### src/common/cbt_pkg.sv
// shared constants and types of the can bit timing block
package cbt_pkg;
    // ==========================================================
    // bus and register map
    localparam int ADR_W = 8;
    localparam int DAT_W = 32;
    localparam logic [7:0] ADR_CFG_A = 8'h00;
    localparam logic [7:0] ADR_CFG_B = 8'h04;
    localparam logic [7:0] ADR_CTRL = 8'h08;
    localparam logic [7:0] ADR_RXW = 8'h0c;
    localparam logic [7:0] ADR_STAT = 8'h10;
    // ==========================================================
    // field layout
    localparam int BRP_W = 6;
    localparam int BRP_LSB = 0;
    localparam int JW_W = 2;
    localparam int JW_LSB = 6;
    localparam int SEG_W = 3;
    localparam int PROP_LSB = 0;
    localparam int PH1_LSB = 3;
    localparam int TSEL_BIT = 6;
    localparam int P2SRC_BIT = 7;
    localparam int PH2_LSB = 8;
    localparam int MODE_W = 3;
    localparam int REQ_LSB = 0;
    localparam int CUR_LSB = 5;
    localparam int ST_BUSY_BIT = 0;
    localparam int ST_OVF_BIT = 1;
    localparam int ST_CFGERR_BIT = 2;
    // ==========================================================
    // reset values and encodings
    localparam logic [7:0] CFG_A_RST = 8'h00;
    localparam logic [10:0] CFG_B_RST = 11'h390;
    localparam logic [2:0] MODE_NORMAL = 3'h0;
    localparam logic [2:0] MODE_CFG = 3'h4;
    localparam logic [3:0] LEN_OFS = 4'h1;
    localparam logic [4:0] TQ_MIN = 5'h08;
    localparam logic [4:0] TQ_MAX = 5'h19;
    // ==========================================================
    // message port and bit segment type
    localparam int MSG_WORDS = 8;
    localparam int WORD_W = 16;
    typedef enum logic [1:0] {SEG_SYNC, SEG_PROP, SEG_PH1, SEG_PH2} cbt_seg_t;
endpackage : cbt_pkg

### src/design/cbt_core.sv
// bit timing engine and receive word hand-off of the can controller
`timescale 1ns/1ps
module cbt_core #(
    parameter int ADR_W = cbt_pkg::ADR_W,
    parameter int MSG_WORDS = cbt_pkg::MSG_WORDS,
    parameter int WORD_W = cbt_pkg::WORD_W
) (
    input wire logic ref_clk,
    input wire logic rst,
    input wire logic wb_cyc_i,
    input wire logic wb_stb_i,
    input wire logic wb_we_i,
    input wire logic [ADR_W-1:0] wb_adr_i,
    input wire logic [3:0] wb_sel_i,
    input wire logic [cbt_pkg::DAT_W-1:0] wb_dat_i,
    output logic [cbt_pkg::DAT_W-1:0] wb_dat_o,
    output logic wb_ack_o,
    input wire logic can_rx_pin,
    input wire logic frame_idle,
    output logic rx_bit,
    output logic rx_bit_valid,
    input wire logic msg_wr_en,
    input wire logic [WORD_W-1:0] msg_wr_data,
    output logic rx_dma_req
);
    localparam int PTR_W = $clog2(MSG_WORDS);
    localparam logic [PTR_W-1:0] LAST = PTR_W'(MSG_WORDS - 1);
    // ==========================================================
    // wishbone slave: ack one cycle after request, one cycle wide
    logic ack_r;
    logic [cbt_pkg::DAT_W-1:0] dat_r;
    logic [cbt_pkg::DAT_W-1:0] rd_mux;
    logic acc;
    logic wr_go;
    logic rd_go;
    assign acc = wb_cyc_i && wb_stb_i;
    assign wr_go = acc && ack_r && wb_we_i;
    assign rd_go = acc && ack_r && !wb_we_i;
    assign wb_ack_o = ack_r;
    assign wb_dat_o = dat_r;
    always_ff @(posedge ref_clk or posedge rst)
    begin
        if (rst)
            ack_r <= 1'b0;
        else
            ack_r <= acc && !ack_r;
    end
    always_ff @(posedge ref_clk or posedge rst)
    begin
        if (rst)
            dat_r <= '0;
        else if (acc && !ack_r)
            dat_r <= rd_mux;
    end
    // ==========================================================
    // configuration and mode registers
    logic [cbt_pkg::BRP_W-1:0] brp_r;
    logic [cbt_pkg::JW_W-1:0] jw_r;
    logic [cbt_pkg::SEG_W-1:0] prop_r;
    logic [cbt_pkg::SEG_W-1:0] ph1_r;
    logic [cbt_pkg::SEG_W-1:0] ph2_r;
    logic tsel_r;
    logic p2src_r;
    logic [cbt_pkg::MODE_W-1:0] req_mode_r;
    logic [cbt_pkg::MODE_W-1:0] cur_mode_r;
    logic cfg_mode;
    logic run;
    assign cfg_mode = (cur_mode_r == cbt_pkg::MODE_CFG);
    assign run = !cfg_mode;
    always_ff @(posedge ref_clk or posedge rst)
    begin
        if (rst)
        begin
            {jw_r, brp_r} <= cbt_pkg::CFG_A_RST;
            {ph2_r, p2src_r, tsel_r, ph1_r, prop_r} <= cbt_pkg::CFG_B_RST;
        end
        else if (wr_go && cfg_mode)
        begin
            if (wb_adr_i == cbt_pkg::ADR_CFG_A && wb_sel_i[0])
            begin
                brp_r <= wb_dat_i[cbt_pkg::BRP_LSB +: cbt_pkg::BRP_W];
                jw_r <= wb_dat_i[cbt_pkg::JW_LSB +: cbt_pkg::JW_W];
            end
            if (wb_adr_i == cbt_pkg::ADR_CFG_B && wb_sel_i[0])
            begin
                prop_r <= wb_dat_i[cbt_pkg::PROP_LSB +: cbt_pkg::SEG_W];
                ph1_r <= wb_dat_i[cbt_pkg::PH1_LSB +: cbt_pkg::SEG_W];
                tsel_r <= wb_dat_i[cbt_pkg::TSEL_BIT];
                p2src_r <= wb_dat_i[cbt_pkg::P2SRC_BIT];
            end
            if (wb_adr_i == cbt_pkg::ADR_CFG_B && wb_sel_i[1])
                ph2_r <= wb_dat_i[cbt_pkg::PH2_LSB +: cbt_pkg::SEG_W];
        end
    end
    // mode only changes between frames so a bit is never cut short
    always_ff @(posedge ref_clk or posedge rst)
    begin
        if (rst)
        begin
            req_mode_r <= cbt_pkg::MODE_CFG;
            cur_mode_r <= cbt_pkg::MODE_CFG;
        end
        else
        begin
            if (wr_go && wb_adr_i == cbt_pkg::ADR_CTRL && wb_sel_i[0])
                req_mode_r <= wb_dat_i[cbt_pkg::REQ_LSB +: cbt_pkg::MODE_W];
            if (frame_idle)
                cur_mode_r <= req_mode_r;
        end
    end
    // ==========================================================
    // segment lengths in quanta
    logic [3:0] prop_tq;
    logic [3:0] ph1_tq;
    logic [3:0] ph2_tq;
    logic [3:0] sjw_tq;
    logic [4:0] bit_tq;
    logic cfg_err;
    assign prop_tq = {1'b0, prop_r} + cbt_pkg::LEN_OFS;
    assign ph1_tq = {1'b0, ph1_r} + cbt_pkg::LEN_OFS;
    assign ph2_tq = p2src_r ? {1'b0, ph2_r} + cbt_pkg::LEN_OFS : ph1_tq;
    assign sjw_tq = {2'b00, jw_r} + cbt_pkg::LEN_OFS;
    assign bit_tq = {1'b0, cbt_pkg::LEN_OFS} + {1'b0, prop_tq} + {1'b0, ph1_tq} + {1'b0, ph2_tq};
    assign cfg_err = (bit_tq < cbt_pkg::TQ_MIN) || (bit_tq > cbt_pkg::TQ_MAX);
    // ==========================================================
    // quantum tick and bus input
    logic tq_tick;
    logic bus_lvl;
    cbt_tq_gen #(.BRP_W(cbt_pkg::BRP_W)) u_tq (
        .ref_clk(ref_clk),
        .rst(rst),
        .en(run),
        .quantum_prescaler(brp_r),
        .tq_tick(tq_tick)
    );
    cbt_pin_sync u_sync (
        .ref_clk(ref_clk),
        .rst(rst),
        .pin(can_rx_pin),
        .level(bus_lvl)
    );
    // ==========================================================
    // bit segment sequencer
    cbt_pkg::cbt_seg_t seg_r;
    logic [3:0] cnt_r;
    logic [3:0] ext_r;
    logic [3:0] shr_r;
    logic synced_r;
    logic [2:0] samp_r;
    logic fall;
    logic hard;
    logic resync;
    logic [4:0] perr;
    logic [3:0] late_ext;
    logic [3:0] ext_use;
    logic [3:0] rem;
    logic ph1_end;
    logic ph2_end;
    logic maj;
    // edges are seen on quantum resolution, recessive to dominant only
    assign fall = tq_tick && samp_r[0] && !bus_lvl;
    assign hard = fall && frame_idle;
    assign resync = fall && !frame_idle && !synced_r && seg_r != cbt_pkg::SEG_SYNC;
    assign perr = (seg_r == cbt_pkg::SEG_PROP) ? {1'b0, cnt_r} + 5'h01
                : {1'b0, prop_tq} + {1'b0, cnt_r} + 5'h01;
    assign late_ext = (perr > {1'b0, sjw_tq}) ? sjw_tq : perr[3:0];
    assign ext_use = (resync && seg_r != cbt_pkg::SEG_PH2) ? late_ext : ext_r;
    assign rem = ph2_tq - shr_r - cnt_r;
    assign ph1_end = (seg_r == cbt_pkg::SEG_PH1) && (cnt_r == ph1_tq + ext_use - cbt_pkg::LEN_OFS);
    assign ph2_end = (seg_r == cbt_pkg::SEG_PH2) && (cnt_r == ph2_tq - shr_r - cbt_pkg::LEN_OFS);
    assign maj = (samp_r[0] & samp_r[1]) | (samp_r[0] & bus_lvl) | (samp_r[1] & bus_lvl);
    always_ff @(posedge ref_clk or posedge rst)
    begin
        if (rst)
            samp_r <= 3'h7;
        else if (tq_tick)
            samp_r <= {samp_r[1:0], bus_lvl};
    end
    always_ff @(posedge ref_clk or posedge rst)
    begin
        if (rst)
        begin
            seg_r <= cbt_pkg::SEG_SYNC;
            cnt_r <= '0;
            ext_r <= '0;
            shr_r <= '0;
            synced_r <= 1'b0;
        end
        else if (!run)
        begin
            seg_r <= cbt_pkg::SEG_SYNC;
            cnt_r <= '0;
            ext_r <= '0;
            shr_r <= '0;
            synced_r <= 1'b0;
        end
        else if (tq_tick)
        begin
            if (hard)
            begin
                // this quantum becomes the sync segment
                seg_r <= cbt_pkg::SEG_PROP;
                cnt_r <= '0;
                ext_r <= '0;
                shr_r <= '0;
                synced_r <= 1'b1;
            end
            else
            begin
                case (seg_r)
                    cbt_pkg::SEG_SYNC:
                    begin
                        seg_r <= cbt_pkg::SEG_PROP;
                        cnt_r <= '0;
                    end
                    cbt_pkg::SEG_PROP:
                    begin
                        if (resync)
                        begin
                            ext_r <= late_ext;
                            synced_r <= 1'b1;
                        end
                        if (cnt_r == prop_tq - cbt_pkg::LEN_OFS)
                        begin
                            seg_r <= cbt_pkg::SEG_PH1;
                            cnt_r <= '0;
                        end
                        else
                            cnt_r <= cnt_r + 1'b1;
                    end
                    cbt_pkg::SEG_PH1:
                    begin
                        if (resync)
                        begin
                            ext_r <= late_ext;
                            synced_r <= 1'b1;
                        end
                        if (ph1_end)
                        begin
                            seg_r <= cbt_pkg::SEG_PH2;
                            cnt_r <= '0;
                            synced_r <= 1'b0;
                        end
                        else
                            cnt_r <= cnt_r + 1'b1;
                    end
                    cbt_pkg::SEG_PH2:
                    begin
                        if (resync && rem <= sjw_tq)
                        begin
                            // error within jump width: edge quantum is the new sync
                            seg_r <= cbt_pkg::SEG_PROP;
                            cnt_r <= '0;
                            ext_r <= '0;
                            shr_r <= '0;
                            synced_r <= 1'b1;
                        end
                        else if (resync)
                        begin
                            shr_r <= sjw_tq;
                            synced_r <= 1'b1;
                            cnt_r <= cnt_r + 1'b1;
                        end
                        else if (ph2_end)
                        begin
                            seg_r <= cbt_pkg::SEG_SYNC;
                            cnt_r <= '0;
                            ext_r <= '0;
                            shr_r <= '0;
                        end
                        else
                            cnt_r <= cnt_r + 1'b1;
                    end
                    default:
                        seg_r <= cbt_pkg::SEG_SYNC;
                endcase
            end
        end
    end
    // ==========================================================
    // sample point
    logic rx_bit_r;
    logic bit_valid_r;
    assign rx_bit = rx_bit_r;
    assign rx_bit_valid = bit_valid_r;
    always_ff @(posedge ref_clk or posedge rst)
    begin
        if (rst)
        begin
            rx_bit_r <= 1'b1;
            bit_valid_r <= 1'b0;
        end
        else
        begin
            bit_valid_r <= run && tq_tick && ph1_end && !hard;
            if (run && tq_tick && ph1_end && !hard)
                rx_bit_r <= tsel_r ? maj : bus_lvl;
        end
    end
    // ==========================================================
    // message store and per-word dma hand-off
    logic [WORD_W-1:0] msg_mem [MSG_WORDS];
    logic [PTR_W-1:0] fill_r;
    logic [PTR_W-1:0] ptr_r;
    logic draining_r;
    logic req_r;
    logic ovf_r;
    logic complete;
    logic pop;
    assign complete = msg_wr_en && !draining_r && (fill_r == LAST);
    assign pop = rd_go && (wb_adr_i == cbt_pkg::ADR_RXW) && draining_r;
    assign rx_dma_req = req_r;
    always_ff @(posedge ref_clk)
    begin
        if (msg_wr_en && !draining_r)
            msg_mem[fill_r] <= msg_wr_data;
    end
    always_ff @(posedge ref_clk or posedge rst)
    begin
        if (rst)
        begin
            fill_r <= '0;
            ptr_r <= '0;
            draining_r <= 1'b0;
            req_r <= 1'b0;
        end
        else
        begin
            req_r <= complete || (pop && ptr_r != LAST);
            if (msg_wr_en && !draining_r)
                fill_r <= complete ? '0 : fill_r + 1'b1;
            if (complete)
            begin
                draining_r <= 1'b1;
                ptr_r <= '0;
            end
            else if (pop)
            begin
                ptr_r <= ptr_r + 1'b1;
                if (ptr_r == LAST)
                    draining_r <= 1'b0;
            end
        end
    end
    // words offered while busy are lost; new event beats a clear
    always_ff @(posedge ref_clk or posedge rst)
    begin
        if (rst)
            ovf_r <= 1'b0;
        else if (msg_wr_en && draining_r)
            ovf_r <= 1'b1;
        else if (wr_go && wb_adr_i == cbt_pkg::ADR_STAT && wb_sel_i[0] && wb_dat_i[cbt_pkg::ST_OVF_BIT])
            ovf_r <= 1'b0;
    end
    // ==========================================================
    // read mux
    always_comb
    begin
        rd_mux = '0;
        case (wb_adr_i)
            cbt_pkg::ADR_CFG_A:
            begin
                rd_mux[cbt_pkg::BRP_LSB +: cbt_pkg::BRP_W] = brp_r;
                rd_mux[cbt_pkg::JW_LSB +: cbt_pkg::JW_W] = jw_r;
            end
            cbt_pkg::ADR_CFG_B:
            begin
                rd_mux[cbt_pkg::PROP_LSB +: cbt_pkg::SEG_W] = prop_r;
                rd_mux[cbt_pkg::PH1_LSB +: cbt_pkg::SEG_W] = ph1_r;
                rd_mux[cbt_pkg::TSEL_BIT] = tsel_r;
                rd_mux[cbt_pkg::P2SRC_BIT] = p2src_r;
                rd_mux[cbt_pkg::PH2_LSB +: cbt_pkg::SEG_W] = ph2_r;
            end
            cbt_pkg::ADR_CTRL:
            begin
                rd_mux[cbt_pkg::REQ_LSB +: cbt_pkg::MODE_W] = req_mode_r;
                rd_mux[cbt_pkg::CUR_LSB +: cbt_pkg::MODE_W] = cur_mode_r;
            end
            cbt_pkg::ADR_RXW:
                rd_mux[WORD_W-1:0] = draining_r ? msg_mem[ptr_r] : '0;
            cbt_pkg::ADR_STAT:
            begin
                rd_mux[cbt_pkg::ST_BUSY_BIT] = draining_r;
                rd_mux[cbt_pkg::ST_OVF_BIT] = ovf_r;
                rd_mux[cbt_pkg::ST_CFGERR_BIT] = cfg_err;
            end
            default:
                rd_mux = '0;
        endcase
    end
endmodule : cbt_core

### src/design/cbt_tq_gen.sv
// time quantum enable generator
`timescale 1ns/1ps
module cbt_tq_gen #(
    parameter int BRP_W = cbt_pkg::BRP_W
) (
    input wire logic ref_clk,
    input wire logic rst,
    input wire logic en,
    input wire logic [BRP_W-1:0] quantum_prescaler,
    output logic tq_tick
);
    // ==========================================================
    // divider: period is 2*(prescaler+1) clocks
    logic [BRP_W:0] div_r;
    logic [BRP_W:0] term;
    assign term = {quantum_prescaler, 1'b1};
    assign tq_tick = en && (div_r == term);
    always_ff @(posedge ref_clk or posedge rst)
    begin
        if (rst)
            div_r <= '0;
        else if (!en || tq_tick)
            div_r <= '0;
        else
            div_r <= div_r + 1'b1;
    end
    // ==========================================================
    // checks
    logic [BRP_W+1:0] gap_r;
    logic seen_r;
    always_ff @(posedge ref_clk or posedge rst)
    begin
        if (rst)
        begin
            gap_r <= '0;
            seen_r <= 1'b0;
        end
        else
        begin
            gap_r <= (tq_tick || !en) ? (BRP_W+2)'(1) : gap_r + 1'b1;
            seen_r <= en && (seen_r || tq_tick);
        end
    end
endmodule : cbt_tq_gen

### src/design/cbt_pin_sync.sv
// three-stage synchroniser with agreement filter
`timescale 1ns/1ps
module cbt_pin_sync (
    input wire logic ref_clk,
    input wire logic rst,
    input wire logic pin,
    output logic level
);
    // ==========================================================
    // level only moves when stages two and three agree
    logic s1_r;
    logic s2_r;
    logic s3_r;
    logic level_r;
    assign level = level_r;
    always_ff @(posedge ref_clk or posedge rst)
    begin
        if (rst)
        begin
            s1_r <= 1'b1;
            s2_r <= 1'b1;
            s3_r <= 1'b1;
            level_r <= 1'b1;
        end
        else
        begin
            s1_r <= pin;
            s2_r <= s1_r;
            s3_r <= s2_r;
            if (s2_r == s3_r)
                level_r <= s3_r;
        end
    end
endmodule : cbt_pin_sync

### config.mk
export PLATFORM = sky130hd
export DESIGN_NAME = cbt_core
export DESIGN_NICKNAME = d
export VERILOG_FILES = /design/src/common/cbt_pkg.sv /design/src/design/cbt_core.sv /design/src/design/cbt_tq_gen.sv /design/src/design/cbt_pin_sync.sv
export SDC_FILE = /design/constraint.sdc
export NUM_CORES = 1
export LEC_CHECK = 0
export BUFFER_PORTS_ARGS = -buffer_cell sky130_fd_sc_hd__buf_2
export CORE_ASPECT_RATIO = 2
export CORE_UTILIZATION = 30
export DETAILED_ROUTE_END_ITERATION = 8
export GPL_TIMING_DRIVEN = 0
export PLACE_DENSITY_LB_ADDON = 0.25
export SKIP_LAST_GASP = 1
export SLEW_MARGIN = 20
export SYNTH_ARGS = -nofsm -noshare
export SYNTH_HDL_FRONTEND = slang
export SYNTH_SLANG_ARGS = --single-unit
export TNS_END_PERCENT = 10
### constraint.sdc
create_clock -name ref_clk -period 7.35 [get_ports ref_clk]
set_input_delay 0.735 -clock ref_clk [delete_from_list [all_inputs] [get_ports ref_clk]]
set_output_delay 0.735 -clock ref_clk [all_outputs]
set_load 0.01 [all_outputs]
* Word-level counts from Yosys, hierarchy flattened
Memories as Yosys holds them, arrays and structs flattened.
Cells that the tools add are included.
** Word-level totals
- Latch bits :: 0
- Memory bits (writable) :: 128
- Output and inout port bits :: 36
- Register bits after elaboration :: 81
- Memories :: 1
- Logic and storage cells :: 207
- Bits in read-only memories :: 0
- Bits of input ports :: 68
** Cells by class
- Reductions and logical operators :: 65
- Add/sub/neg operators :: 20
- Shift-type cells :: 0
- $mul :: 0
- Divide/modulo/power cells :: 0
- Magnitude comparators :: 4
- Equal/unequal tests :: 22
- Bitwise gates (word level) :: 5
- Muxes and demuxes :: 61
** Memory list
- msg_mem :: words 8, bits a word 16, read ports 1, clocked after Yosys merged registers in 0, write ports 1, RTL line cbt_core.sv:302 : logic [WORD_W-1:0] msg_mem [MSG_WORDS];
** Operator list (count)
- 4-bit 2-to-1 mux :: 24
- 1-bit logical AND :: 34
- 8-bit by 4-bit equality test with 1-bit output (second input constant) :: 2
- 16-bit 2-to-1 mux :: 1
- 2-bit 2-to-1 mux :: 8
- 4-bit case mux with 4 select lines :: 1
- 3-bit case mux with 5 select lines :: 1
- 1-bit 2-to-1 mux :: 14
- 3-bit by 1-bit adder with 4-bit output (second input constant) :: 3
- 4-bit equality test :: 3
- 3-bit case mux with 4 select lines :: 1
- 4-bit by 1-bit subtractor with 4-bit output (second input constant) :: 3
- 5-bit by 4-bit adder with 5-bit output :: 2
- 5-bit 2-to-1 mux :: 2
- 5-bit by 4-bit inequality test with 1-bit output (second input constant) :: 2
- 2-bit AND reduction :: 5
- 5-bit AND reduction :: 2
- 2-bit nonzero test :: 5
- 5-bit nonzero test :: 2
- 3-bit equality test (second input constant) :: 3
- 3-bit 2-to-1 mux :: 3
- 8-bit by 3-bit equality test with 1-bit output (second input constant) :: 1
- 8-bit by 5-bit equality test with 1-bit output (second input constant) :: 1
- 1-bit zero test :: 8
- other kinds (38) :: 46

* Logic depth before layout (Yosys ltp)
- Depth in word-level cells :: 19
- Depth in mapped cells :: 25
- Depth with buffers taken out :: 24

* By module
From an unflattened synthesis, not the netlist that was laid out.
** Second synthesis, totals
- Cells, all modules :: 774
- Area, all modules :: 10525.1 sq um
** By module, submodules not included
- cbt_core :: cells each 723, area an instance 9942.0 sq um, times used 1
- cbt_tq_gen :: cells each 45, area an instance 462.9 sq um, times used 1
- cbt_pin_sync :: cells each 6, area an instance 120.1 sq um, times used 1

* Worst setup path after synthesis
Ideal clock, no wire load.
- Path kind :: flip-flop to flip-flop
- Start point :: register prop_r[0] (netlist bit)
- End point :: register cnt_r[0]
- Path slack :: 2.274 ns
- Arrival :: 4.972 ns
- Period minus slack after synthesis :: 5.076 ns
- Buffers on the path :: 0
- Cell stages (with the launch flop) :: 23
- Data required time :: 7.247 ns
- Cell sequence :: dfrtp_1 ha_1 fa_1 mux2_2 ha_1 nor2b_1 o21a_1 o21ai_0 nand2_1 mux2_2 a21oi_1 ha_1 inv_1 ha_1 inv_1 fa_1 xor2_1 xnor2_1 xnor2_1 or4b_4 o211ai_4 a21oi_2 o41ai_2
** On the way
- Word-level cells in the longest chain between the ends :: 16
- Elaborated cells between the ends (all ways) :: 19
- Classes of those cells :: 6 x add/sub; 1 x order compare; 2 x eq/ne; 9 x mux; 1 x reduce/logical
** RTL lines
- start, declared :: RTL line cbt_core.sv:59 : logic [cbt_pkg::SEG_W-1:0] prop_r;
- start signal, assigned :: RTL line cbt_core.sv:75 : {ph2_r, p2src_r, tsel_r, ph1_r, prop_r} <= cbt_pkg::CFG_B_RST;
- start signal, assigned :: RTL line cbt_core.sv:86 : prop_r <= wb_dat_i[cbt_pkg::PROP_LSB +: cbt_pkg::SEG_W];
- 3-bit by 1-bit adder with 4-bit output (*) :: RTL line cbt_core.sv:119 : assign prop_tq = {1'b0, prop_r} + cbt_pkg::LEN_OFS;
- 4-bit by 4-bit adder with 5-bit output :: RTL line cbt_core.sv:165 : : {1'b0, prop_tq} + {1'b0, cnt_r} + 5'h01;
- 5-bit by 1-bit adder with 5-bit output :: RTL line cbt_core.sv:165
- 5-bit 2-to-1 mux :: RTL line cbt_core.sv:164 : assign perr = (seg_r == cbt_pkg::SEG_PROP) ? {1'b0, cnt_r} + 5'h01
- 5-bit by 3-bit > comparator with 1-bit output :: RTL line cbt_core.sv:166 : assign late_ext = (perr > {1'b0, sjw_tq}) ? sjw_tq : perr[3:0];
- 4-bit 2-to-1 mux :: RTL line cbt_core.sv:166
- 4-bit 2-to-1 mux :: RTL line cbt_core.sv:167 : assign ext_use = (resync && seg_r != cbt_pkg::SEG_PH2) ? late_ext : ext_r;
- 4-bit adder :: RTL line cbt_core.sv:169 : assign ph1_end = (seg_r == cbt_pkg::SEG_PH1) && (cnt_r == ph1_tq + ext_use - cbt_pkg::LEN_OFS);
- 4-bit by 1-bit subtractor with 4-bit output :: RTL line cbt_core.sv:169
- 4-bit equality test :: RTL line cbt_core.sv:169
- 1-bit logical AND :: RTL line cbt_core.sv:169
- 4-bit 2-to-1 mux :: RTL line cbt_core.sv:238 : if (ph1_end)
- 4-bit case mux with 4 select lines (*) :: RTL line cbt_core.sv:210 : case (seg_r)
- 4-bit 2-to-1 mux (*) :: RTL line cbt_core.sv:199 : if (hard)
- 4-bit 2-to-1 mux (*) :: RTL line cbt_core.sv:197 : else if (tq_tick)
- 4-bit 2-to-1 mux (*) :: RTL line cbt_core.sv:189 : else if (!run)
- end signal, assigned :: RTL line cbt_core.sv:229 : cnt_r <= cnt_r + 1'b1;
- end signal, assigned :: RTL line cbt_core.sv:245 : cnt_r <= cnt_r + 1'b1;
- end signal, assigned :: RTL line cbt_core.sv:262 : cnt_r <= cnt_r + 1'b1;
- end, declared :: RTL line cbt_core.sv:145 : logic [3:0] cnt_r;
Mark *: on every way between the ends. The rest lies on a longest branch, timed or not. The select of a mux whose other input is x is not followed.
A chain may end at the register's enable or synchronous reset.

* Final worst setup path
- Start point :: register prop_r[0] (netlist bit)
- End point :: register seg_r[0]
** On the way
- Word-level cells in the longest chain between the ends :: 13
- Elaborated cells between the ends (all ways) :: 16
- Classes of those cells :: 6 x add/sub; 1 x order compare; 4 x eq/ne; 3 x mux; 2 x reduce/logical
** RTL lines
- 3-bit by 1-bit adder with 4-bit output (*) :: RTL line cbt_core.sv:119
- 4-bit by 4-bit adder with 5-bit output :: RTL line cbt_core.sv:165
- 5-bit by 1-bit adder with 5-bit output :: RTL line cbt_core.sv:165
- 5-bit 2-to-1 mux :: RTL line cbt_core.sv:164
- 5-bit by 3-bit > comparator with 1-bit output :: RTL line cbt_core.sv:166
- 4-bit 2-to-1 mux :: RTL line cbt_core.sv:166
- 4-bit 2-to-1 mux :: RTL line cbt_core.sv:167
- 4-bit adder :: RTL line cbt_core.sv:169
- 4-bit by 1-bit subtractor with 4-bit output :: RTL line cbt_core.sv:169
- 4-bit equality test :: RTL line cbt_core.sv:169
- 1-bit logical AND :: RTL line cbt_core.sv:169
- 4-bit inequality test (no source line)
- 5-bit AND reduction (no source line) (*)
- end signal, assigned :: RTL line cbt_core.sv:183 : seg_r <= cbt_pkg::SEG_SYNC;
- end signal, assigned :: RTL line cbt_core.sv:191 : seg_r <= cbt_pkg::SEG_SYNC;
- end signal, assigned :: RTL line cbt_core.sv:202 : seg_r <= cbt_pkg::SEG_PROP;
- end, declared :: RTL line cbt_core.sv:144 : cbt_pkg::cbt_seg_t seg_r;
Mark *: on every way between the ends. The rest lies on a longest branch, timed or not.

==> run_results.csv <==
group,metric,value,unit
run_status,outcome,"completed",
critical_path,critical_path_class,"reg -> reg",
critical_path,path_depth,22,
place,post-place-ws,1320,ps
critical_path,cp_cell_sequence,"ha_1 > fa_1 > mux2_2 > ha_1 > nor2b_1 > o21a_1 > o21ai_0 > nand2_1 > mux2_2 > a21oi_1 > ha_1 > inv_1 > ha_1 > inv_1 > fa_1 > xnor2_1 > nor3_1 > inv_1 > a32oi_1 > o211ai_4 > a22o_1 > o32ai_2",
critical_path,cp_max_fo,9,
critical_path,cpMostUsedCell,"ha_1",
finish,final_nets,993,
cts,cts_buffer_depth,3,
synth,yosysWarnings,0,
global_routing,gr-total-overflow,0,
routing,drt-total-wl,27800,um
place,hpwl,21500,um
routing,drt-vias-per-instance,4.87,
routing,detail-route-antenna-nets,0,
place,dpl.cell_count,1296,
finish,fin_cells,1332,
die,die_w,134,um
power_and_ir_drop,p_total,3.55,mW
cts,postCtsHoldBufs,0,
die,start_util,30.4,%
critical_path,reg2regPathDepth,22,
synth,ys.flop_type,"edfxtp_1",
global_routing,grt_pass1_wl,42200,um
critical_path,timing.rr.start,"prop_r[0]",
worst_hold_path,holdCritPathClass,"in -> async",
routing,vias,6490,
timing,fmax,166,MHz
critical_path,startpoint,"prop_r[0]",
synth,ys_seq_area_share,56.1,%
timing,worst_pin_slew,1120,ps
synth,avgSynthCellArea,13.7,um2
cts,post_cts_buffers,0,
power_and_ir_drop,p_sw,1.15,mW
critical_path,reg2reg_to,"seg_r[0]",
critical_path,cpLargestDelayFamily,"adder cells",
routing,wl_per_cell,20.9,um
finish,final_layout_size_suffix_gt1_share,28.7,%
power_and_ir_drop,p_leak,4.76,nW
place,placed_area,11600,um2
critical_path,cp.required,7770,ps
cts,cts-buffers-inserted,20,
critical_path,crit_end,"seg_r[0]",
critical_path,crit_slowest_cell,"nor3_1",
global_routing,antenna_found_initial,0,
synth,synth_top_area_share,36.8,%
global_routing,grt_util_all_layers,16.2,%
cts,tritoncts,"built",
cts,cts_root_buffer,"clkbuf_16",
routing,drt_iter0_markers,284,
power_and_ir_drop,seqPwrFrac,40.8,%
synth,synth-seq-cells,208,
power_and_ir_drop,peakVddDrop,191,uV
finish,fillCellCount,3440,
flow_run,drv_cap,0,
finish,diodes,0,
routing,drc,0,
synth,syn_area,10500,um2
critical_path,cp.arrival,6460,ps
finish,syn2layout_area_growth,17.0,%
power_and_ir_drop,p_int,2.40,mW
timing,rsz0062_at_grt,"no",
power_and_ir_drop,p_per_area,290,nW/um2
timing,hold_violations,0,
critical_path,regToRegSetupSlack,1310,ps
timing,fin_crit_sh,82.2,%
power_and_ir_drop,clkPwrFrac,30.7,%
critical_path,cp-end-kind,"flip-flop",
die,die_area,35600,um2
global_routing,grt_pass1_vias,6928,
die,fp-row-count,96,
place,gp_congestion,0.832,
cts,clk_pin_slew_worst_paths,70,ps
timing,maxSlewViolCount,0,
synth,syn-instance-count,761,
synth,synth_cell_types,83,
synth,async_flop_share,38.5,%
critical_path,worst-path-buf-inv,3,
cts,h-tree-depth,1,
die,fp.dieH,266,um
finish,fin_area,12200,um2
timing,layout_setup_ws,1310,ps
cts,cts.sink_count,208,
die,fp.coreArea,34400,um2
synth,synth_area_leaders,"edfxtp_1 37%, dfrtp_1 16%, mux4_2 6.9%",
global_routing,grt_max_degree,52,
synth,synth_edf_count,128,
critical_path,crit_path_start_kind,"flip-flop",
place,portBuffers,62,
die,pin_count,104,
synth,yosysTopAreaCell,"edfxtp_1",
timing,max-slew-margin-rel,24.3,%
timing,setup_viol,0,
timing,finClkSkew,15.3,ps
timing,finalSetupTns,0,ps
cts,ctsResizeCount,0,
power_and_ir_drop,switching_share,32.3,%
cts,insertion_delay,510,ps
power_and_ir_drop,p_comb_share,28.6,%
critical_path,critPathMaxStageDelay,690,ps
routing,drtPass1Iterations,4,
timing,period_needed,6040,ps
## logic make-up after synthesis
| group | synth area share (%) |
|---|---|
| adders and majority gates | 6.42 |
| xor gates and xnor gates | 3.14 |
| other | 0.0359 |
| buffers and inverters | 3.85 |
| DFF | 56.1 |
| muxes | 12.7 |
| AOI/OAI and AO/OA | 8.12 |
| and+or+nand+nor | 9.71 |
## metal layers
metal	vias to the layer above	GRT usage, %	wire, um
met2	108	32.4	16400
met1	3284	15.4	9310
met3	49	1.81	630
met5	-	0	0
met4	0	9.28	1520
li1	3049	-	-
## area by class of cell
type,instances,area [um2],area share (%)
repair buffers,79,448,3.66
well taps,441,552,4.51
inverters,44,168,1.37
multi-input cells,482,4290,35.1
flip-flops and latches,208,5860,47.9
plain buffers,42,238,1.94
clock buffers,25,541,4.42
clock inverters,11,138,1.12
## worst min path at each step
stage | start | endpoint | slack, ps | cells past startpoint
3_5_place_dp | u_sync.s1_r | u_sync.s2_r | 350 | 0
5_1_grt | rst | ovf_r | 250 | 2
2_1_floorplan | u_sync.s1_r | u_sync.s2_r | 350 | 0
6_report | rst | ovf_r | 230 | 2
4_1_cts | rst | fill_r[1] | 230 | 2
3_3_place_gp | u_sync.s1_r | u_sync.s2_r | 350 | 0
## cell usage after synthesis, drive strengths merged, types with 3 or more instances
master / number
edfxtp: 128
dfrtp: 67
nand2: 51
inv: 43
nor2: 43
ha: 40
mux2: 33
mux4: 32
buf: 28
o21ai: 24
mux2i: 23
xnor2: 22
a21oi: 19
nand3: 15
clkbuf: 14
nor3: 14
dfstp: 13
xor2: 11
o31ai: 9
a221oi: 8
fa: 8
nand4: 7
nor2b: 7
and3: 6
nand2b: 6
nor3b: 6
nor4: 6
o21a: 6
a211oi: 5
a31oi: 5
and2: 5
o211ai: 5
a21o: 4
a221o: 4
nand3b: 4
a22o: 3
a311oi: 3
o2bb2ai: 3
or2: 3
## sequential cells by signal, indices dropped and copies added (netlist names), 4 cells and up
register,flops
msg_mem,128
wb_dat_o,16
u_tq.div_r,7
brp_r,6
cnt_r,4
ext_r,4
## worst reg2reg max path: stages (launching register included)
cell and delay, ps:
dfrtp_1 520, ha_1 530, fa_1 470, mux2_2 290, ha_1 290, nor2b_1 140
o21a_1 160, o21ai_0 130, nand2_1 130, mux2_2 340, a21oi_1 160, ha_1 250
inv_1 60, ha_1 140, inv_1 40, fa_1 440, xnor2_1 150, nor3_1 690
inv_1 100, a32oi_1 280, o211ai_4 190, a22o_1 280, o32ai_2 190
## per-stage QoR
stage          utilization [%]  hold slack (ps)
5_1_grt                   35.6              249
3_3_place_gp              33.1              347
3_5_place_dp              33.6              348
2_1_floorplan                -              345
6_report                  35.6              227
4_1_cts                   35.6              228
## power by group through the flow
stage	combinational [mW]	sequential, mW	clock (mW)
floorplan	0.708	1.45	0
global placement	0.978	1.47	0
detailed placement	1.02	1.47	0
CTS	1.02	1.45	1.12
global route	1.11	1.46	1.15
finish	1.01	1.45	1.09
## placed cells by master (no fill, tap or decap), types with 5 or more instances in the layout
cell type / count
nor3_1: 7
nand2b_1: 6
a31oi_1: 5
o21a_1: 6
fa_1: 8
a21oi_1: 18
xnor2_1: 21
nor2_1: 40
mux4_2: 32
o31ai_1: 9
nand3_1: 12
conb_1: 16
dfstp_2: 13
and2_1: 5
dfrtp_1: 67
nor2b_1: 7
nand4_1: 6
ha_1: 40
mux2_2: 33
clkbuf_1: 18
mux2i_1: 23
inv_1: 42
xor2_1: 10
edfxtp_1: 128
buf_2: 76
o21ai_0: 24
and3_1: 6
a221oi_1: 7
buf_4: 28
nand2_1: 50
clkbuf_16: 21
nor3_2: 5
Power figures use the tool's default switching activity.
